`config.mk`:
```
export PLATFORM = sky130hd
export DESIGN_NAME = oscdc_ctrl_regs
export DESIGN_NICKNAME = d
export VERILOG_FILES = /design/src/oscdc_pkg.sv /design/src/oscdc_ctrl_regs.sv
export SDC_FILE = /design/constraint.sdc
export NUM_CORES = 1
export LEC_CHECK = 0
export BUFFER_PORTS_ARGS = -buffer_cell sky130_fd_sc_hd__buf_2
export CORE_MARGIN = 4
export CORE_UTILIZATION = 40
export CTS_CLUSTER_DIAMETER = 150
export DETAILED_ROUTE_END_ITERATION = 7
export PLACE_DENSITY = 0.56
export SLEW_MARGIN = 20
export SYNTH_ARGS = -nofsm -noshare
export SYNTH_HDL_FRONTEND = slang
export SYNTH_SLANG_ARGS = --single-unit
```
`constraint.sdc`:
```
create_clock -name ref_clk_i -period 2.2 [get_ports ref_clk_i]
set_clock_uncertainty 0.2 [all_clocks]
set_input_delay 0.22 -clock ref_clk_i [delete_from_list [all_inputs] [get_ports ref_clk_i]]
set_output_delay 0.22 -clock ref_clk_i [all_outputs]
set_load 0.02 [all_outputs]
```
`src/oscdc_pkg.sv`:
```
// ****************************************************************
// Oscillator device-control register group: shared definitions
// ****************************************************************
package oscdc_pkg;

   // ************************************************************
   // Register offsets on the serial bus
   // ************************************************************
   localparam logic [7:0] OFS_BUS_ADDRESS_VIEW = 8'h08;
   localparam logic [7:0] OFS_IMAGE_REVISION = 8'h09;
   localparam logic [7:0] OFS_DEVICE_CONTROL = 8'h0A;
   localparam logic [7:0] OFS_XO_MARGIN_HIGH = 8'h10;
   localparam logic [7:0] OFS_XO_MARGIN_LOW = 8'h11;

   // ************************************************************
   // Device control field positions
   // ************************************************************
   localparam int CTL_SYNTH_POWERDOWN = 6;
   localparam int CTL_SINGLE_ENDED = 5;
   localparam int CTL_RSVD_HI = 4;
   localparam int CTL_RSVD_LO = 2;
   localparam int CTL_CALIBRATE_TRIGGER = 1;
   localparam int CTL_AUTO_LAUNCH = 0;

   // ************************************************************
   // Reset values and control write mask
   // ************************************************************
   localparam logic [7:0] CTL_RESET = 8'h01;
   localparam logic [7:0] IMAGE_REVISION_RESET = 8'h00;
   localparam logic [6:0] BUS_ADDRESS_RESET = 7'h59;
   localparam logic [7:0] CTL_WRITE_MASK = 8'h7F;

   // ************************************************************
   // Bus byte layout
   // ************************************************************
   localparam logic [3:0] BITS_PER_BYTE = 4'h8;

   // Start-up sequencer states
   typedef enum logic [5:0] {
      SEQ_LOAD = 6'h01,
      SEQ_CONFIG = 6'h02,
      SEQ_HALT = 6'h04,
      SEQ_PDN = 6'h08,
      SEQ_CAL = 6'h10,
      SEQ_RUN = 6'h20
   } oscdc_seq_t;

   // Serial bus slave states
   typedef enum logic [8:0] {
      BUS_IDLE = 9'h001,
      BUS_ADDR = 9'h002,
      BUS_AACK = 9'h004,
      BUS_PTR = 9'h008,
      BUS_PACK = 9'h010,
      BUS_WDAT = 9'h020,
      BUS_DACK = 9'h040,
      BUS_RDAT = 9'h080,
      BUS_RACK = 9'h100
   } oscdc_bus_t;

   // Controls toward the synthesiser
   typedef struct packed {
      logic pll_enable;
      logic cal_reset;
      logic cal_start;
      logic output_enable;
   } oscdc_pll_ctrl_t;

   // One register write from the bus
   typedef struct packed {
      logic valid;
      logic [7:0] addr;
      logic [7:0] data;
   } oscdc_wr_t;

endpackage : oscdc_pkg

```
`src/oscdc_ctrl_regs.sv`:
```
// Operation
// - Bus address readable at bits 7:1, answered
// - Bus address comes from nonvolatile memory
// - Revision refetched after reset and commit
// - Power-down bit decides start after reset
// - Setting power-down disables PLL, resets calibration
// - Clearing power-down re-enables and recalibrates
// - Trigger rising edge starts calibration
// - Trigger bit self-clears when calibration completes
// - Autostart outranks trigger during reset handling
// - Autostart set: lock then enable output
// - Power-on, pin, software resets are equal
// - Autostart clear halts; later set launches
`timescale 1ns/100ps
module oscdc_ctrl_regs (
   // Clock and reset
   input wire logic ref_clk_i,
   input wire logic reset_i,
   // Device reset sources
   input wire logic external_reset_pin_n_i,
   input wire logic software_reset_bit_i,
   // Nonvolatile image
   input wire logic [6:0] nvm_device_bus_address_i,
   input wire logic [7:0] nvm_image_revision_id_i,
   input wire logic [7:0] nvm_device_control_i,
   input wire logic [9:0] nvm_crystal_margin_offset_i,
   input wire logic nvm_commit_done_i,
   // Synthesiser
   input wire logic cal_done_i,
   output oscdc_pkg::oscdc_pll_ctrl_t pll_ctrl_o,
   // Serial bus pins
   input wire logic scl_i,
   input wire logic sda_i,
   output logic sda_o,
   output logic sda_oe_o
);

   // ************************************************************
   // Pin synchronisers
   // ************************************************************
   logic [2:0] scl_s_q, sda_s_q, rst_s_q;
   logic scl_q, sda_q, pin_n_q, scl_p_q, sda_p_q;
   logic scl_d, sda_d, pin_n_d;

   // A level counts once the second and third stage agree
   always_comb begin
      scl_d = (scl_s_q[1] == scl_s_q[2]) ? scl_s_q[2] : scl_q;
      sda_d = (sda_s_q[1] == sda_s_q[2]) ? sda_s_q[2] : sda_q;
      pin_n_d = (rst_s_q[1] == rst_s_q[2]) ? rst_s_q[2] : pin_n_q;
   end

   // Pins idle high, so reset to one
   always_ff @(posedge ref_clk_i) begin
      if (reset_i) begin
         scl_s_q <= 3'h7;
         sda_s_q <= 3'h7;
         rst_s_q <= 3'h7;
         scl_q <= 1'b1;
         sda_q <= 1'b1;
         pin_n_q <= 1'b1;
         scl_p_q <= 1'b1;
         sda_p_q <= 1'b1;
      end else begin
         scl_s_q <= {scl_s_q[1:0], scl_i};
         sda_s_q <= {sda_s_q[1:0], sda_i};
         rst_s_q <= {rst_s_q[1:0], external_reset_pin_n_i};
         scl_q <= scl_d;
         sda_q <= sda_d;
         pin_n_q <= pin_n_d;
         scl_p_q <= scl_q;
         sda_p_q <= sda_q;
      end
   end

   logic scl_rise, scl_fall, bus_start, bus_stop;
   assign scl_rise = scl_q & ~scl_p_q;
   assign scl_fall = ~scl_q & scl_p_q;
   assign bus_start = scl_q & scl_p_q & ~sda_q & sda_p_q;
   assign bus_stop = scl_q & scl_p_q & sda_q & ~sda_p_q;

   // ************************************************************
   // Register state declarations
   // ************************************************************
   logic [6:0] addr_q, addr_d;
   logic [7:0] rev_q, rev_d, ctl_q, ctl_d;
   logic [9:0] xo_q, xo_d;
   oscdc_pkg::oscdc_seq_t seq_q, seq_d;
   oscdc_pkg::oscdc_pll_ctrl_t pll_q, pll_d;
   oscdc_pkg::oscdc_wr_t wr_q, wr_d;

   // Read multiplexer; unmapped offsets read zero
   function automatic logic [7:0] rd_byte(input logic [7:0] ofs);
      logic [7:0] v;
      v = 8'h00;
      unique case (ofs)
         oscdc_pkg::OFS_BUS_ADDRESS_VIEW: v = {addr_q, 1'b0};
         oscdc_pkg::OFS_IMAGE_REVISION: v = rev_q;
         oscdc_pkg::OFS_DEVICE_CONTROL: v = ctl_q;
         oscdc_pkg::OFS_XO_MARGIN_HIGH: v = {6'h00, xo_q[1:0]};
         oscdc_pkg::OFS_XO_MARGIN_LOW: v = xo_q[9:2];
         default: v = 8'h00;
      endcase
      return v;
   endfunction : rd_byte

   // ************************************************************
   // Serial bus slave
   // ************************************************************
   oscdc_pkg::oscdc_bus_t bst_q, bst_d;
   logic [3:0] cnt_q, cnt_d;
   logic [7:0] shf_q, shf_d, ptr_q, ptr_d;
   logic rw_q, rw_d, oe_q, oe_d;

   // Decisions other than the read NACK are taken on the falling clock so data is steady
   always_comb begin
      bst_d = bst_q;
      cnt_d = cnt_q;
      shf_d = shf_q;
      ptr_d = ptr_q;
      rw_d = rw_q;
      oe_d = oe_q;
      wr_d = '0;
      if (bus_start) begin
         bst_d = oscdc_pkg::BUS_ADDR;
         cnt_d = 4'h0;
         oe_d = 1'b1;
      end else if (bus_stop) begin
         bst_d = oscdc_pkg::BUS_IDLE;
         oe_d = 1'b1;
      end else if (scl_rise) begin
         unique case (bst_q)
            oscdc_pkg::BUS_ADDR, oscdc_pkg::BUS_PTR,
            oscdc_pkg::BUS_WDAT: begin
               shf_d = {shf_q[6:0], sda_q};
               cnt_d = cnt_q + 4'h1;
            end
            oscdc_pkg::BUS_RDAT: begin
               shf_d = {shf_q[6:0], 1'b0};
               cnt_d = cnt_q + 4'h1;
            end
            oscdc_pkg::BUS_RACK: begin
               // Not acknowledged: master is done reading
               if (sda_q) begin
                  bst_d = oscdc_pkg::BUS_IDLE;
               end
            end
            default: begin
            end
         endcase
      end else if (scl_fall) begin
         unique case (bst_q)
            oscdc_pkg::BUS_ADDR: begin
               if (cnt_q == oscdc_pkg::BITS_PER_BYTE) begin
                  if (shf_q[7:1] == addr_q) begin
                     bst_d = oscdc_pkg::BUS_AACK;
                     rw_d = shf_q[0];
                     oe_d = 1'b0;
                  end else begin
                     bst_d = oscdc_pkg::BUS_IDLE;
                  end
               end
            end
            oscdc_pkg::BUS_AACK: begin
               cnt_d = 4'h0;
               if (rw_q) begin
                  bst_d = oscdc_pkg::BUS_RDAT;
                  shf_d = rd_byte(ptr_q);
                  // First bit is the MSB: release for one, pull for zero
                  oe_d = rd_byte(ptr_q) > 8'h7F;
               end else begin
                  bst_d = oscdc_pkg::BUS_PTR;
                  oe_d = 1'b1;
               end
            end
            oscdc_pkg::BUS_PTR: begin
               if (cnt_q == oscdc_pkg::BITS_PER_BYTE) begin
                  bst_d = oscdc_pkg::BUS_PACK;
                  ptr_d = shf_q;
                  oe_d = 1'b0;
               end
            end
            oscdc_pkg::BUS_WDAT: begin
               if (cnt_q == oscdc_pkg::BITS_PER_BYTE) begin
                  bst_d = oscdc_pkg::BUS_DACK;
                  wr_d = '{valid: 1'b1, addr: ptr_q, data: shf_q};
                  ptr_d = ptr_q + 8'h01;
                  oe_d = 1'b0;
               end
            end
            oscdc_pkg::BUS_PACK, oscdc_pkg::BUS_DACK: begin
               bst_d = oscdc_pkg::BUS_WDAT;
               cnt_d = 4'h0;
               oe_d = 1'b1;
            end
            oscdc_pkg::BUS_RDAT: begin
               if (cnt_q == oscdc_pkg::BITS_PER_BYTE) begin
                  bst_d = oscdc_pkg::BUS_RACK;
                  ptr_d = ptr_q + 8'h01;
                  oe_d = 1'b1;
               end else begin
                  oe_d = shf_q[7];
               end
            end
            oscdc_pkg::BUS_RACK: begin
               bst_d = oscdc_pkg::BUS_RDAT;
               cnt_d = 4'h0;
               shf_d = rd_byte(ptr_q);
               oe_d = rd_byte(ptr_q) > 8'h7F;
            end
            default: begin
            end
         endcase
      end
   end

   // Bus state registers; pointer survives between transfers
   always_ff @(posedge ref_clk_i) begin
      if (reset_i) begin
         bst_q <= oscdc_pkg::BUS_IDLE;
         cnt_q <= 4'h0;
         shf_q <= 8'h00;
         ptr_q <= 8'h00;
         rw_q <= 1'b0;
         oe_q <= 1'b1;
         wr_q <= '0;
         sda_o <= 1'b0;
      end else begin
         bst_q <= bst_d;
         cnt_q <= cnt_d;
         shf_q <= shf_d;
         ptr_q <= ptr_d;
         rw_q <= rw_d;
         oe_q <= oe_d;
         wr_q <= wr_d;
         sda_o <= 1'b0;
      end
   end

   // Open drain: only ever pulls low
   assign sda_oe_o = oe_q;

   // ************************************************************
   // Control registers and start-up sequencer
   // ************************************************************
   logic dev_rst, ctl_wr, trig_rise, pdn_new, auto_new;

   // Any reset source restarts the whole sequence
   assign dev_rst = ~pin_n_q | software_reset_bit_i;
   assign ctl_wr = wr_q.valid &
                   (wr_q.addr == oscdc_pkg::OFS_DEVICE_CONTROL);
   assign trig_rise = ctl_wr &
                      wr_q.data[oscdc_pkg::CTL_CALIBRATE_TRIGGER] &
                      ~ctl_q[oscdc_pkg::CTL_CALIBRATE_TRIGGER];
   assign pdn_new = ctl_d[oscdc_pkg::CTL_SYNTH_POWERDOWN];
   assign auto_new = ctl_d[oscdc_pkg::CTL_AUTO_LAUNCH];

   always_comb begin
      addr_d = addr_q;
      rev_d = rev_q;
      xo_d = xo_q;
      ctl_d = ctl_q;
      seq_d = seq_q;
      // Software write; trigger is set only by a rising write
      if (ctl_wr) begin
         ctl_d = (wr_q.data & oscdc_pkg::CTL_WRITE_MASK) |
                 (ctl_q & ~oscdc_pkg::CTL_WRITE_MASK);
         ctl_d[oscdc_pkg::CTL_CALIBRATE_TRIGGER] =
            ctl_q[oscdc_pkg::CTL_CALIBRATE_TRIGGER] | trig_rise;
      end
      // Commit refreshes the revision record
      if (nvm_commit_done_i) begin
         rev_d = nvm_image_revision_id_i;
      end
      unique case (seq_q)
         oscdc_pkg::SEQ_LOAD: begin
            // Image fetched here, never from a bus write
            addr_d = nvm_device_bus_address_i;
            rev_d = nvm_image_revision_id_i;
            xo_d = nvm_crystal_margin_offset_i;
            ctl_d = nvm_device_control_i & oscdc_pkg::CTL_WRITE_MASK;
            ctl_d[oscdc_pkg::CTL_CALIBRATE_TRIGGER] = 1'b0;
            seq_d = oscdc_pkg::SEQ_CONFIG;
         end
         oscdc_pkg::SEQ_CONFIG: begin
            // Trigger bit ignored here: power-down, then autostart decides
            if (pdn_new) begin
               seq_d = oscdc_pkg::SEQ_PDN;
            end else if (auto_new) begin
               seq_d = oscdc_pkg::SEQ_CAL;
            end else begin
               seq_d = oscdc_pkg::SEQ_HALT;
            end
         end
         oscdc_pkg::SEQ_HALT: begin
            if (pdn_new) begin
               seq_d = oscdc_pkg::SEQ_PDN;
            end else if (auto_new | trig_rise) begin
               seq_d = oscdc_pkg::SEQ_CAL;
            end
         end
         oscdc_pkg::SEQ_PDN: begin
            if (!pdn_new) begin
               seq_d = oscdc_pkg::SEQ_CAL;
            end
         end
         oscdc_pkg::SEQ_CAL: begin
            if (pdn_new) begin
               seq_d = oscdc_pkg::SEQ_PDN;
            end else if (cal_done_i) begin
               // A trigger in the same cycle keeps the bit set
               ctl_d[oscdc_pkg::CTL_CALIBRATE_TRIGGER] = trig_rise;
               seq_d = trig_rise ? oscdc_pkg::SEQ_CAL
                                 : oscdc_pkg::SEQ_RUN;
            end
         end
         oscdc_pkg::SEQ_RUN: begin
            if (pdn_new) begin
               seq_d = oscdc_pkg::SEQ_PDN;
            end else if (trig_rise) begin
               seq_d = oscdc_pkg::SEQ_CAL;
            end
         end
         default: begin
            seq_d = oscdc_pkg::SEQ_LOAD;
         end
      endcase
      if (dev_rst) begin
         seq_d = oscdc_pkg::SEQ_LOAD;
      end
   end

   // Synthesiser controls follow the next state, so they are flops
   always_comb begin
      pll_d.pll_enable = (seq_d == oscdc_pkg::SEQ_CAL) |
                         (seq_d == oscdc_pkg::SEQ_RUN);
      pll_d.cal_reset = ~pll_d.pll_enable;
      pll_d.cal_start = (seq_d == oscdc_pkg::SEQ_CAL) &
                        ((seq_q != oscdc_pkg::SEQ_CAL) |
                         (cal_done_i & trig_rise));
      pll_d.output_enable = seq_d == oscdc_pkg::SEQ_RUN;
   end

   // Register bank; outputs idle while the image loads
   always_ff @(posedge ref_clk_i) begin
      if (reset_i) begin
         addr_q <= oscdc_pkg::BUS_ADDRESS_RESET;
         rev_q <= oscdc_pkg::IMAGE_REVISION_RESET;
         ctl_q <= oscdc_pkg::CTL_RESET;
         xo_q <= 10'h000;
         seq_q <= oscdc_pkg::SEQ_LOAD;
         pll_q <= '{cal_reset: 1'b1, default: 1'b0};
      end else begin
         addr_q <= addr_d;
         rev_q <= rev_d;
         ctl_q <= ctl_d;
         xo_q <= xo_d;
         seq_q <= seq_d;
         pll_q <= pll_d;
      end
   end

   assign pll_ctrl_o = pll_q;

endmodule : oscdc_ctrl_regs

```
==> impl_metrics.toml, run 1 <==
[status]
status = "completed"

[synth]
synthCells = 607
ys_seq_elements = 103
ys_seq_area_frac = 0.401
async_reset_ff_frac = 0
synth_top_area_cell = "dfxtp_1"
yosysTopAreaCellShare = 0.401
syn_nets = 657
syn_avg_cell_area_um2 = 8.48
synth_ff_type = "dfxtp_1"
synth-warning-count = 0
netlist_area_mm2 = 0.00515
synth_edf_count = 0
synth_cell_type_count = 73
synth.area.top_cells = "dfxtp_1 (40%), nand2_1 (5.4%), a21oi_1 (4.9%)"
yosysMostFrequentCell = "dfxtp_1"
synthTopCellsByCount = "dfxtp_1 (103), nand2_1 (74), a21oi_1 (50), nor2_1 (40), o21ai_0 (29)"

[drt]
drt-total-wl_mm = 13.7
drtPass1Iterations = 5
drtAntennaViolNets = 0
vias_per_cell = 5.39
num_vias = 4800
drc_errors = 0
drt_iter0_markers = 441
routedWlPerCell_um = 15.4

[critical_path]
slowest_delay_ns = 0.40
cp.arrival_ns = 2.22
crit_slowest_cell = "or4_1"
cp_cell_sequence = "nor4_4 -> buf_4 -> nand4b_1 -> a21bo_4 -> buf_6 -> nand2_2 -> or4_1 -> o31ai_1"
criticalPathCategory = "reg -> reg"
crit_path_start_kind = "flop"
end_kind = "flop"
cp.required_ns = 2.27
cp_max_fo = 5

[timing]
hold_viol = 0
rsz0062_at_grt = "true"
min_period_ns = 2.15
max_freq_mhz = 465
holdWs_ns = 0.0425
fin_ws_ns = 0.0489
min_period_over_period = 0.978
drv_slew = 0
finalSetupViolations = 0

[placement]
io_buffers = 43
dp_slack_ns = -0.0333
place.gp.congestion = 0.853
hpwl_mm = 9.91
post-place-cells = 834

[floorplan]
initial_core_util = 0.408
die_y_um = 121
io_pins = 47
std_cell_rows = 41
dieArea_mm2 = 0.0147
core_region_area_mm2 = 0.0126
fp.dieW_um = 121

[clock_tree]
cts_sinks = 103
cts_buffers = 9
cts_tree = "yes"
root_buffer = "clkbuf_16"
clkTransAtPathRegs_ns = 0.08
worstSkewPairLatency_ns = 0.35
cts_buffer_depth = 2
h-tree-depth = 3

[global_route]
grt.overflow.total = 0
grt_pass1_vias = 4610
grt_pass1_wl_mm = 22.8
antenna_found_initial = 0
track_usage = 0.193
grt_max_degree = 43

[power_and_ir_drop]
power_mw = 3.86
p_leak_nw = 2.55
p_sw_mw = 0.983
pwr-share-seq = 0.512
swShare = 0.255
ir_drop_uv = 523
p_int_mw = 2.87
clockPowerShare = 0.404
combPwrFrac = 0.083
powerDensity_mw_per_mm2 = 582

[layout]
syn_to_final_growth_pct = 28.8
final_util = 0.525
finalNetCount = 763
layout-drive-gt1-share = 0.265
final_cells = 890
fill_cells = 1194
n_antenna_cell = 0

[hold_path]
hp-class = "in -> reg"

[run]
cap_violations = 0
area by class of cell:
| type | count | area [µm²] | share of cell area |
|---|---|---|---|
| Clock inverter | 7 | 61.3 | 0.00925 |
| Timing Repair Buffer | 135 | 1010 | 0.153 |
| Inverter | 17 | 63.8 | 0.00963 |
| Multi-Input combinational cell | 447 | 2980 | 0.449 |
| Clock buffer | 9 | 225 | 0.0340 |
| Sequential cell | 103 | 2070 | 0.313 |
| Tap cell | 172 | 215 | 0.0325 |
logic make-up (layout without fill, tap and decap cells):
family | Yosys count | in the layout | synth area share
AOI/OAI and AO/OA | 156 | 156 | 0.205
other | 1 | 1 | 0.000729
xor gates and xnor gates | 14 | 14 | 0.0238
adders and majority gates | 9 | 9 | 0.0219
muxes | 9 | 9 | 0.0177
buffers and inverters | 57 | 168 | 0.0491
DFF | 103 | 103 | 0.401
and+or+nand+nor | 258 | 258 | 0.281
path summary, 6_finish.rpt:
path               from            end  slack (ns)  depth (start not counted)
min          cal_done_i  pll_ctrl_o[1]        0.04                          3
max            bst_q[2]       cnt_q[0]        0.05                          8
max reg2reg    bst_q[2]       cnt_q[0]        0.05                          8
min reg2reg  scl_s_q[0]     scl_s_q[1]        0.21                          1
flip-flops by register name (all words and copies together) (netlist names), 3 cells and up:
name and flops:
wr_q 16, xo_q 10, bst_q 9, ptr_q 8, rev_q 8, shf_q 8
addr_q 7, ctl_q 7, seq_q 6, cnt_q 4, pll_ctrl_o 4, rst_s_q 3
scl_s_q 3, sda_s_q 3
worst max-delay path, delay by kind of cell (launching register included):
family,cells,cell delay (ns)
buf+inv,2,0.27
flops,1,0.34
compound gates,2,0.34
simple gates,4,0.91
placed cells by master, fill, tap and decap left out, types with 5 or more instances in the layout:
cell            n
a211oi_1       14
a21o_1          9
a21oi_1        48
a221oi_1        6
a222oi_1        6
and2_1         11
buf_2          43
buf_4          55
clkbuf_16       9
dfxtp_1        96
dfxtp_2         7
dlygate4sd3_1  33
ha_1            5
inv_1          17
mux2i_1         8
nand2_1        73
nand2b_1        6
nand3_1        13
nand3b_1        9
nand4_1         6
nor2_1         37
nor2b_1         8
nor3_1         13
nor3_2          6
nor3b_1         6
nor4_1         10
o21ai_0        29
or2_2          15
xnor2_1         9
per-layer routing:
| layer | up-vias | GRT usage | routed length [µm] |
|---|---|---|---|
| met5 | - | 0 | 0 |
| met4 | 0 | 0.0385 | 110 |
| met3 | 10 | 0.0424 | 697 |
| met2 | 129 | 0.337 | 6850 |
| met1 | 2273 | 0.245 | 6090 |
| li1 | 2388 | - | - |
through the flow:
| step | instance area, µm² | TNS [ns] |
|---|---|---|
| 6_report | 6630 | 0 |
| 5_1_grt | 6630 | -0.0898 |
| 4_1_cts | 6430 | -0.00754 |
| 3_5_place_dp | 5780 | -0.0610 |
| 3_3_place_gp | 5780 | -0.0742 |
| 2_1_floorplan | 5150 | 0 |
what timing repair did:
action	CTS	global route
hold buffers	33	0
hold endpoints to repair	33	0
buffers inserted	2	5
resized for setup	8	37
gates cloned	0	0
endpoints found under the setup margin	11	33
pin swaps	4	8
power by group through the flow:
stage	Sequential (mW)	Combinational [mW]	Clock, mW
global placement	2.02	0.269	0
finish	1.98	0.321	1.56
detailed placement	2.02	0.273	0
CTS	1.98	0.320	1.60
floorplan	2.00	0.186	0
global route	1.98	0.360	1.66
Note: power is estimated with default switching activity, not from simulation.
==> run 2, diff against run 1 <==
Settings changed: ABC_AREA from default to 1.
==> impl_metrics.toml, run 2 <==
[status]
status = "completed"

[placement]
hpwl_mm = 9.53
place.gp.congestion = 0.874
io_buffers = 43

[drt]
drt_iter0_markers = 409
routedWlPerCell_um = 12.7
drtAntennaViolNets = 0
num_vias = 4865
drt-total-wl_mm = 13.0
drc_errors = 0
drtPass1Iterations = 8
vias_per_cell = 4.78

[clock_tree]
cts_sinks = 103
clkTransAtPathRegs_ns = 0.07
worstSkewPairLatency_ns = 0.36
h-tree-depth = 3
cts_tree = "yes"
root_buffer = "clkbuf_16"
cts_buffer_depth = 2
cts_buffers = 9

[synth]
synth_top_area_cell = "dfxtp_1"
synthTopCellsByCount = "nand2_1 (153), nor2_1 (137), dfxtp_1 (103), inv_1 (99), nand3_1 (57)"
synth.area.top_cells = "dfxtp_1 (40%), nand2_1 (11%), nor2_1 (10%)"
synth_edf_count = 0
ys_seq_area_frac = 0.402
yosysTopAreaCellShare = 0.402
syn_nets = 811
async_reset_ff_frac = 0
syn_avg_cell_area_um2 = 6.75
ys_seq_elements = 103
synth_ff_type = "dfxtp_1"
netlist_area_mm2 = 0.00513
synthCells = 761
synth-warning-count = 0
synth_cell_type_count = 37
yosysMostFrequentCell = "nand2_1"

[power_and_ir_drop]
powerDensity_mw_per_mm2 = 640
power_mw = 3.97
p_leak_nw = 2.87
ir_drop_uv = 414

[layout]
n_antenna_cell = 0
finalNetCount = 891
layout-drive-gt1-share = 0.135
top_regs = "wr_q: 16 flops, xo_q: 10 flops, bst_q: 9 flops"
regMostFlops = "wr_q"
largest_register_ffs = 16
syn_to_final_growth_pct = 20.8
final_common_cell = "nand2_1"
fill_cells = 1320
mostFrequentLayoutCells = "nand2_1 (153), nor2_1 (136), dfxtp_1 (103)"
final_util = 0.492

[global_route]
grt.overflow.total = 0
grt_pass1_wl_mm = 21.4
grt_max_degree = 49
antenna_found_initial = 0
track_usage = 0.183
grt_pass1_vias = 4614

[floorplan]
std_cell_rows = 41
initial_core_util = 0.407
io_pins = 47
dieArea_mm2 = 0.0147
core_region_area_mm2 = 0.0126
die_y_um = 121
fp.dieW_um = 121

[hold_path]
hold_start = "nvm_device_bus_address_i[5]"
whs_endpoint = "addr_q[5]"
hold_depth = 3
hp-class = "in -> reg"

[timing]
max_freq_mhz = 490
drv_slew = 0
holdWs_ns = 0.0112
min_period_over_period = 0.928
rsz0062_at_grt = "true"
fin_setup_tns_ns = 0
min_period_ns = 2.04
tightest_slew_ns = 0.545
hold_viol = 0
slew_headroom = 0.635
finalSetupViolations = 0

[critical_path]
timing.rr.start = "seq_q[3]"
cp.arrival_ns = 2.14
cp_cell_sequence = "nor2_2 -> nand3_4 -> inv_1 -> buf_4 -> nand2_1 -> a21oi_1 -> dlygate4sd3_1"
crit_slowest_cell = "dlygate4sd3_1"
slowest_delay_ns = 0.55
cp.required_ns = 2.30
criticalPathCategory = "reg -> reg"
cp_max_fo = 13
reg2reg_depth = 7
crit_path_start_kind = "flop"
worstReg2RegEnd = "addr_q[1]"
r2r_slack_ns = 0.16
end_kind = "flop"

[run]
cap_violations = 0
## run 2: cell types whose count changed after synthesis, sizes merged, moves of 11 or more
| cell | delta |
|---|---|
| and2 | -12 |
| clkbuf | -12 |
| nor3 | -11 |
| nor2 | +107 |
| a211oi | -17 |
| nor4 | -15 |
| inv | +85 |
| a21oi | -11 |
| nand2 | +92 |
| o21ai | +27 |
| nand3 | +43 |
## run 2: critical path, delay by kind of cell, from the launching register on
| kind | cells | cell delay (ns) |
|---|---|---|
| flops | 1 | 0.34 |
| compound gates | 1 | 0.11 |
| buf+inv | 3 | 0.86 |
| simple gates | 3 | 0.48 |
## run 2: through the flow
step / cells / setup slack [ns] / area [µm²]
4_1_cts: 1018 / 0.0245 / 6190
3_3_place_gp: 970 / 0.264 / 5560
6_report: 1018 / 0.158 / 6200
2_1_floorplan: 761 / 0.398 / 5130
5_1_grt: 1018 / -0.00728 / 6200
3_5_place_dp: 970 / 0.234 / 5560
## run 2: metal layers
layer	up-vias	track usage	wire length [µm]
met4	0	0.0560	249
li1	2545	-	-
met1	2210	0.224	5870
met5	-	0	0
met3	19	0.0457	592
met2	91	0.316	6260
## run 2: cells by family after synthesis
| kind of cell | Yosys count | synth area share |
|---|---|---|
| compound gates | 104 | 0.104 |
| buf+inv | 123 | 0.0984 |
| other cells | 1 | 0.000730 |
| flops | 103 | 0.402 |
| xor+xnor | 10 | 0.0171 |
| simple gates | 411 | 0.356 |
| fa+ha+maj | 9 | 0.0219 |
## run 2: final cells by class
type | instances | area, µm² | share of cell area
Sequential cell | 103 | 2060 | 0.332
Timing Repair Buffer | 90 | 648 | 0.104
Clock buffer | 11 | 233 | 0.0375
Clock inverter | 5 | 81.3 | 0.0131
Multi-Input combinational cell | 535 | 2580 | 0.416
Inverter | 102 | 383 | 0.0617
Tap cell | 172 | 215 | 0.0347
## run 2: how the worst max path moves through the flow
| stage | end | slack [ns] | startpoint | cells past startpoint |
|---|---|---|---|---|
| after floorplan | wr_q[11] | 0.40 | scl_p_q | 11 |
| after detailed placement | ptr_q[6] | 0.23 | bst_q[1] | 9 |
| after CTS | addr_q[1] | 0.02 | seq_q[3] | 7 |
| after global routing | addr_q[1] | -0.007 | seq_q[3] | 7 |
| after global placement | pll_ctrl_o[2] | 0.26 | wr_q[16] | 11 |
| final | addr_q[1] | 0.16 | seq_q[3] | 7 |
## run 2: what timing repair did
| item | 4_1_cts | 5_1_grt |
|---|---|---|
| gates resized for setup | 0 | 3 |
| hold buffers | 32 | 0 |
| setup buffers | 0 | 0 |
| setup endpoints to repair | 0 | 2 |
| hold endpoints to repair | 31 | 0 |
## run 2: power breakdown
group / switching [mW] / internal, mW / leakage (nW)
clock: 0.705 / 1.00 / 0.150
combinational: 0.166 / 0.137 / 1.88
sequential: 0.0377 / 1.93 / 0.841
==> run 3, diff against run 2 <==
Settings changed: CORE_ASPECT_RATIO from default to 1.1.
==> impl_metrics.toml, run 3 (synthesis gave the netlist of run 2 again) <==
[floorplan]
std_cell_rows = 43
fp.dieW_um = 116
die_y_um = 127
io_pins = 47
initial_core_util = 0.408
core_region_area_mm2 = 0.0126
dieArea_mm2 = 0.0147

[critical_path]
cp.arrival_ns = 2.06
slowest_delay_ns = 0.34
crit_family = "simple AND/OR/NAND/NOR gates"
end_kind = "flop"
crit_slowest_cell = "dfxtp_1"
cp_num_buf_inv = 2
crit_path_frequent_cell = "nor2_1"
criticalPathCategory = "reg -> reg"
crit_path_start_kind = "flop"
r2r_slack_ns = 0.21
cp_max_fo = 15
cp_cell_sequence = "ha_1 -> nand3_1 -> nand2_1 -> nor2_1 -> inv_1 -> nor3_2 -> inv_2 -> nor2_1"
reg2reg_depth = 8
worstReg2RegEnd = "wr_q[12]"
cp.required_ns = 2.27
cp-startpoint = "scl_q"
timing.rr.start = "scl_q"

[layout]
final_common_cell = "nand2_1"
regArea_mm2 = 0.00206
syn_to_final_growth_pct = 20.0
top_regs = "wr_q: 16 flops, xo_q: 10 flops, bst_q: 9 flops"
largest_register_ffs = 16
n_antenna_cell = 0
fill_cells = 1273
multi_input_area_mm2 = 0.00257
layout-drive-gt1-share = 0.134
mostFrequentLayoutCells = "nand2_1 (153), nor2_1 (136), dfxtp_1 (103)"
regMostFlops = "wr_q"
finalNetCount = 889

[global_route]
grt_pass1_wl_mm = 21.3
track_usage = 0.181
grt_max_degree = 49
grt.overflow.total = 0
antenna_found_initial = 0
grt_pass1_vias = 4648

[power_and_ir_drop]
ir_drop_uv = 354
power_mw = 3.88
p_leak_nw = 2.85
powerDensity_mw_per_mm2 = 630

[timing]
finalSetupViolations = 0
rsz0062_at_grt = "false"
min_period_over_period = 0.903
hold_viol = 0
fin_ws_ns = 0.214
drv_slew = 0
fin_setup_tns_ns = 0
max_freq_mhz = 503
min_period_ns = 1.99
holdWs_ns = 0.0219

[clock_tree]
cts_buffer_depth = 2
clkTransAtPathRegs_ns = 0.07
worstSkewPairLatency_ns = 0.34
h-tree-depth = 3
cts_tree = "yes"
root_buffer = "clkbuf_16"
cts_sinks = 103
cts_buffers = 9

[hold_path]
hold_depth = 3
whs_endpoint = "addr_q[2]"
hold_start = "nvm_device_bus_address_i[2]"
hp-class = "in -> reg"

[status]
status = "completed"

[drt]
routedWlPerCell_um = 12.8
drc_errors = 0
vias_per_cell = 4.85
drtAntennaViolNets = 0
drtPass1Iterations = 4
drt-total-wl_mm = 12.9
drt_iter0_markers = 297
num_vias = 4852

[placement]
place.gp.congestion = 0.932
hpwl_mm = 9.66
io_buffers = 43
dp_slack_ns = 0.171

[run]
cap_violations = 0
[run 3: cell types whose count changed in the layout (fill, tap and decap cells not counted), sizes merged]
| cell | delta |
|---|---|
| clkbuf | +1 |
| buf | -1 |
| dlygate4sd3 | -1 |
| clkinv | -1 |
| clkinvlp | +1 |
| bufinv | -1 |
[run 3: power breakdown]
group          internal, mW  switching, mW  total (mW)
Combinational         0.133          0.166       0.299
Sequential             1.93         0.0387        1.97
Clock                 0.918          0.694        1.61
Total                  2.98          0.898        3.88
[run 3: repair_timing]
item,4_1_cts,5_1_grt
endpoints found under the setup margin,0,19
endpoints found under the hold margin,31,0
gates resized for setup,0,3
hold buffers,31,0
setup buffers,0,0
[run 3: layout make-up]
class | instances | area share
multi-input combinational | 535 | 0.418
sequential | 103 | 0.335
timing repair buffer | 88 | 0.104
inverter | 102 | 0.0622
clock buffer | 12 | 0.0400
tap | 157 | 0.0319
clock inverter | 4 | 0.00873
[run 3: layer usage]
metal / vias to the layer above / GRT usage / part of all wire / wire (µm)
met5: - / 0 / 0 / 0
met3: 26 / 0.0229 / 0.026 / 337
li1: 2550 / - / - / -
met2: 83 / 0.313 / 0.49 / 6310
met1: 2193 / 0.221 / 0.45 / 5790
met4: 0 / 0.0874 / 0.032 / 416
[run 3: how the worst max path moves through the flow]
stage / depth (start not counted) / slack (ns) / end
2_1_floorplan: 11 / 0.40 / wr_q[11]
3_3_place_gp: 7 / 0.24 / rev_q[0]
3_5_place_dp: 10 / 0.17 / wr_q[12]
4_1_cts: 10 / 0.15 / wr_q[12]
5_1_grt: 10 / 0.01 / shf_q[4]
6_report: 8 / 0.21 / wr_q[12]
[run 3: stage by stage]
step,cell area [µm²],instances,utilization
final,6160,1001,0.489
after global routing,6160,1001,0.489
after CTS,6150,1001,0.489
after detailed placement,5540,954,0.440
after global placement,5540,954,0.440
after floorplan,5130,761,-
[run 3: worst reg2reg max path, delay by kind of cell, from the launching register on]
kind / cells / cell delay [ns]
buf+inv: 2 / 0.28
flops: 1 / 0.34
fa+ha+maj: 1 / 0.24
simple gates: 5 / 0.86
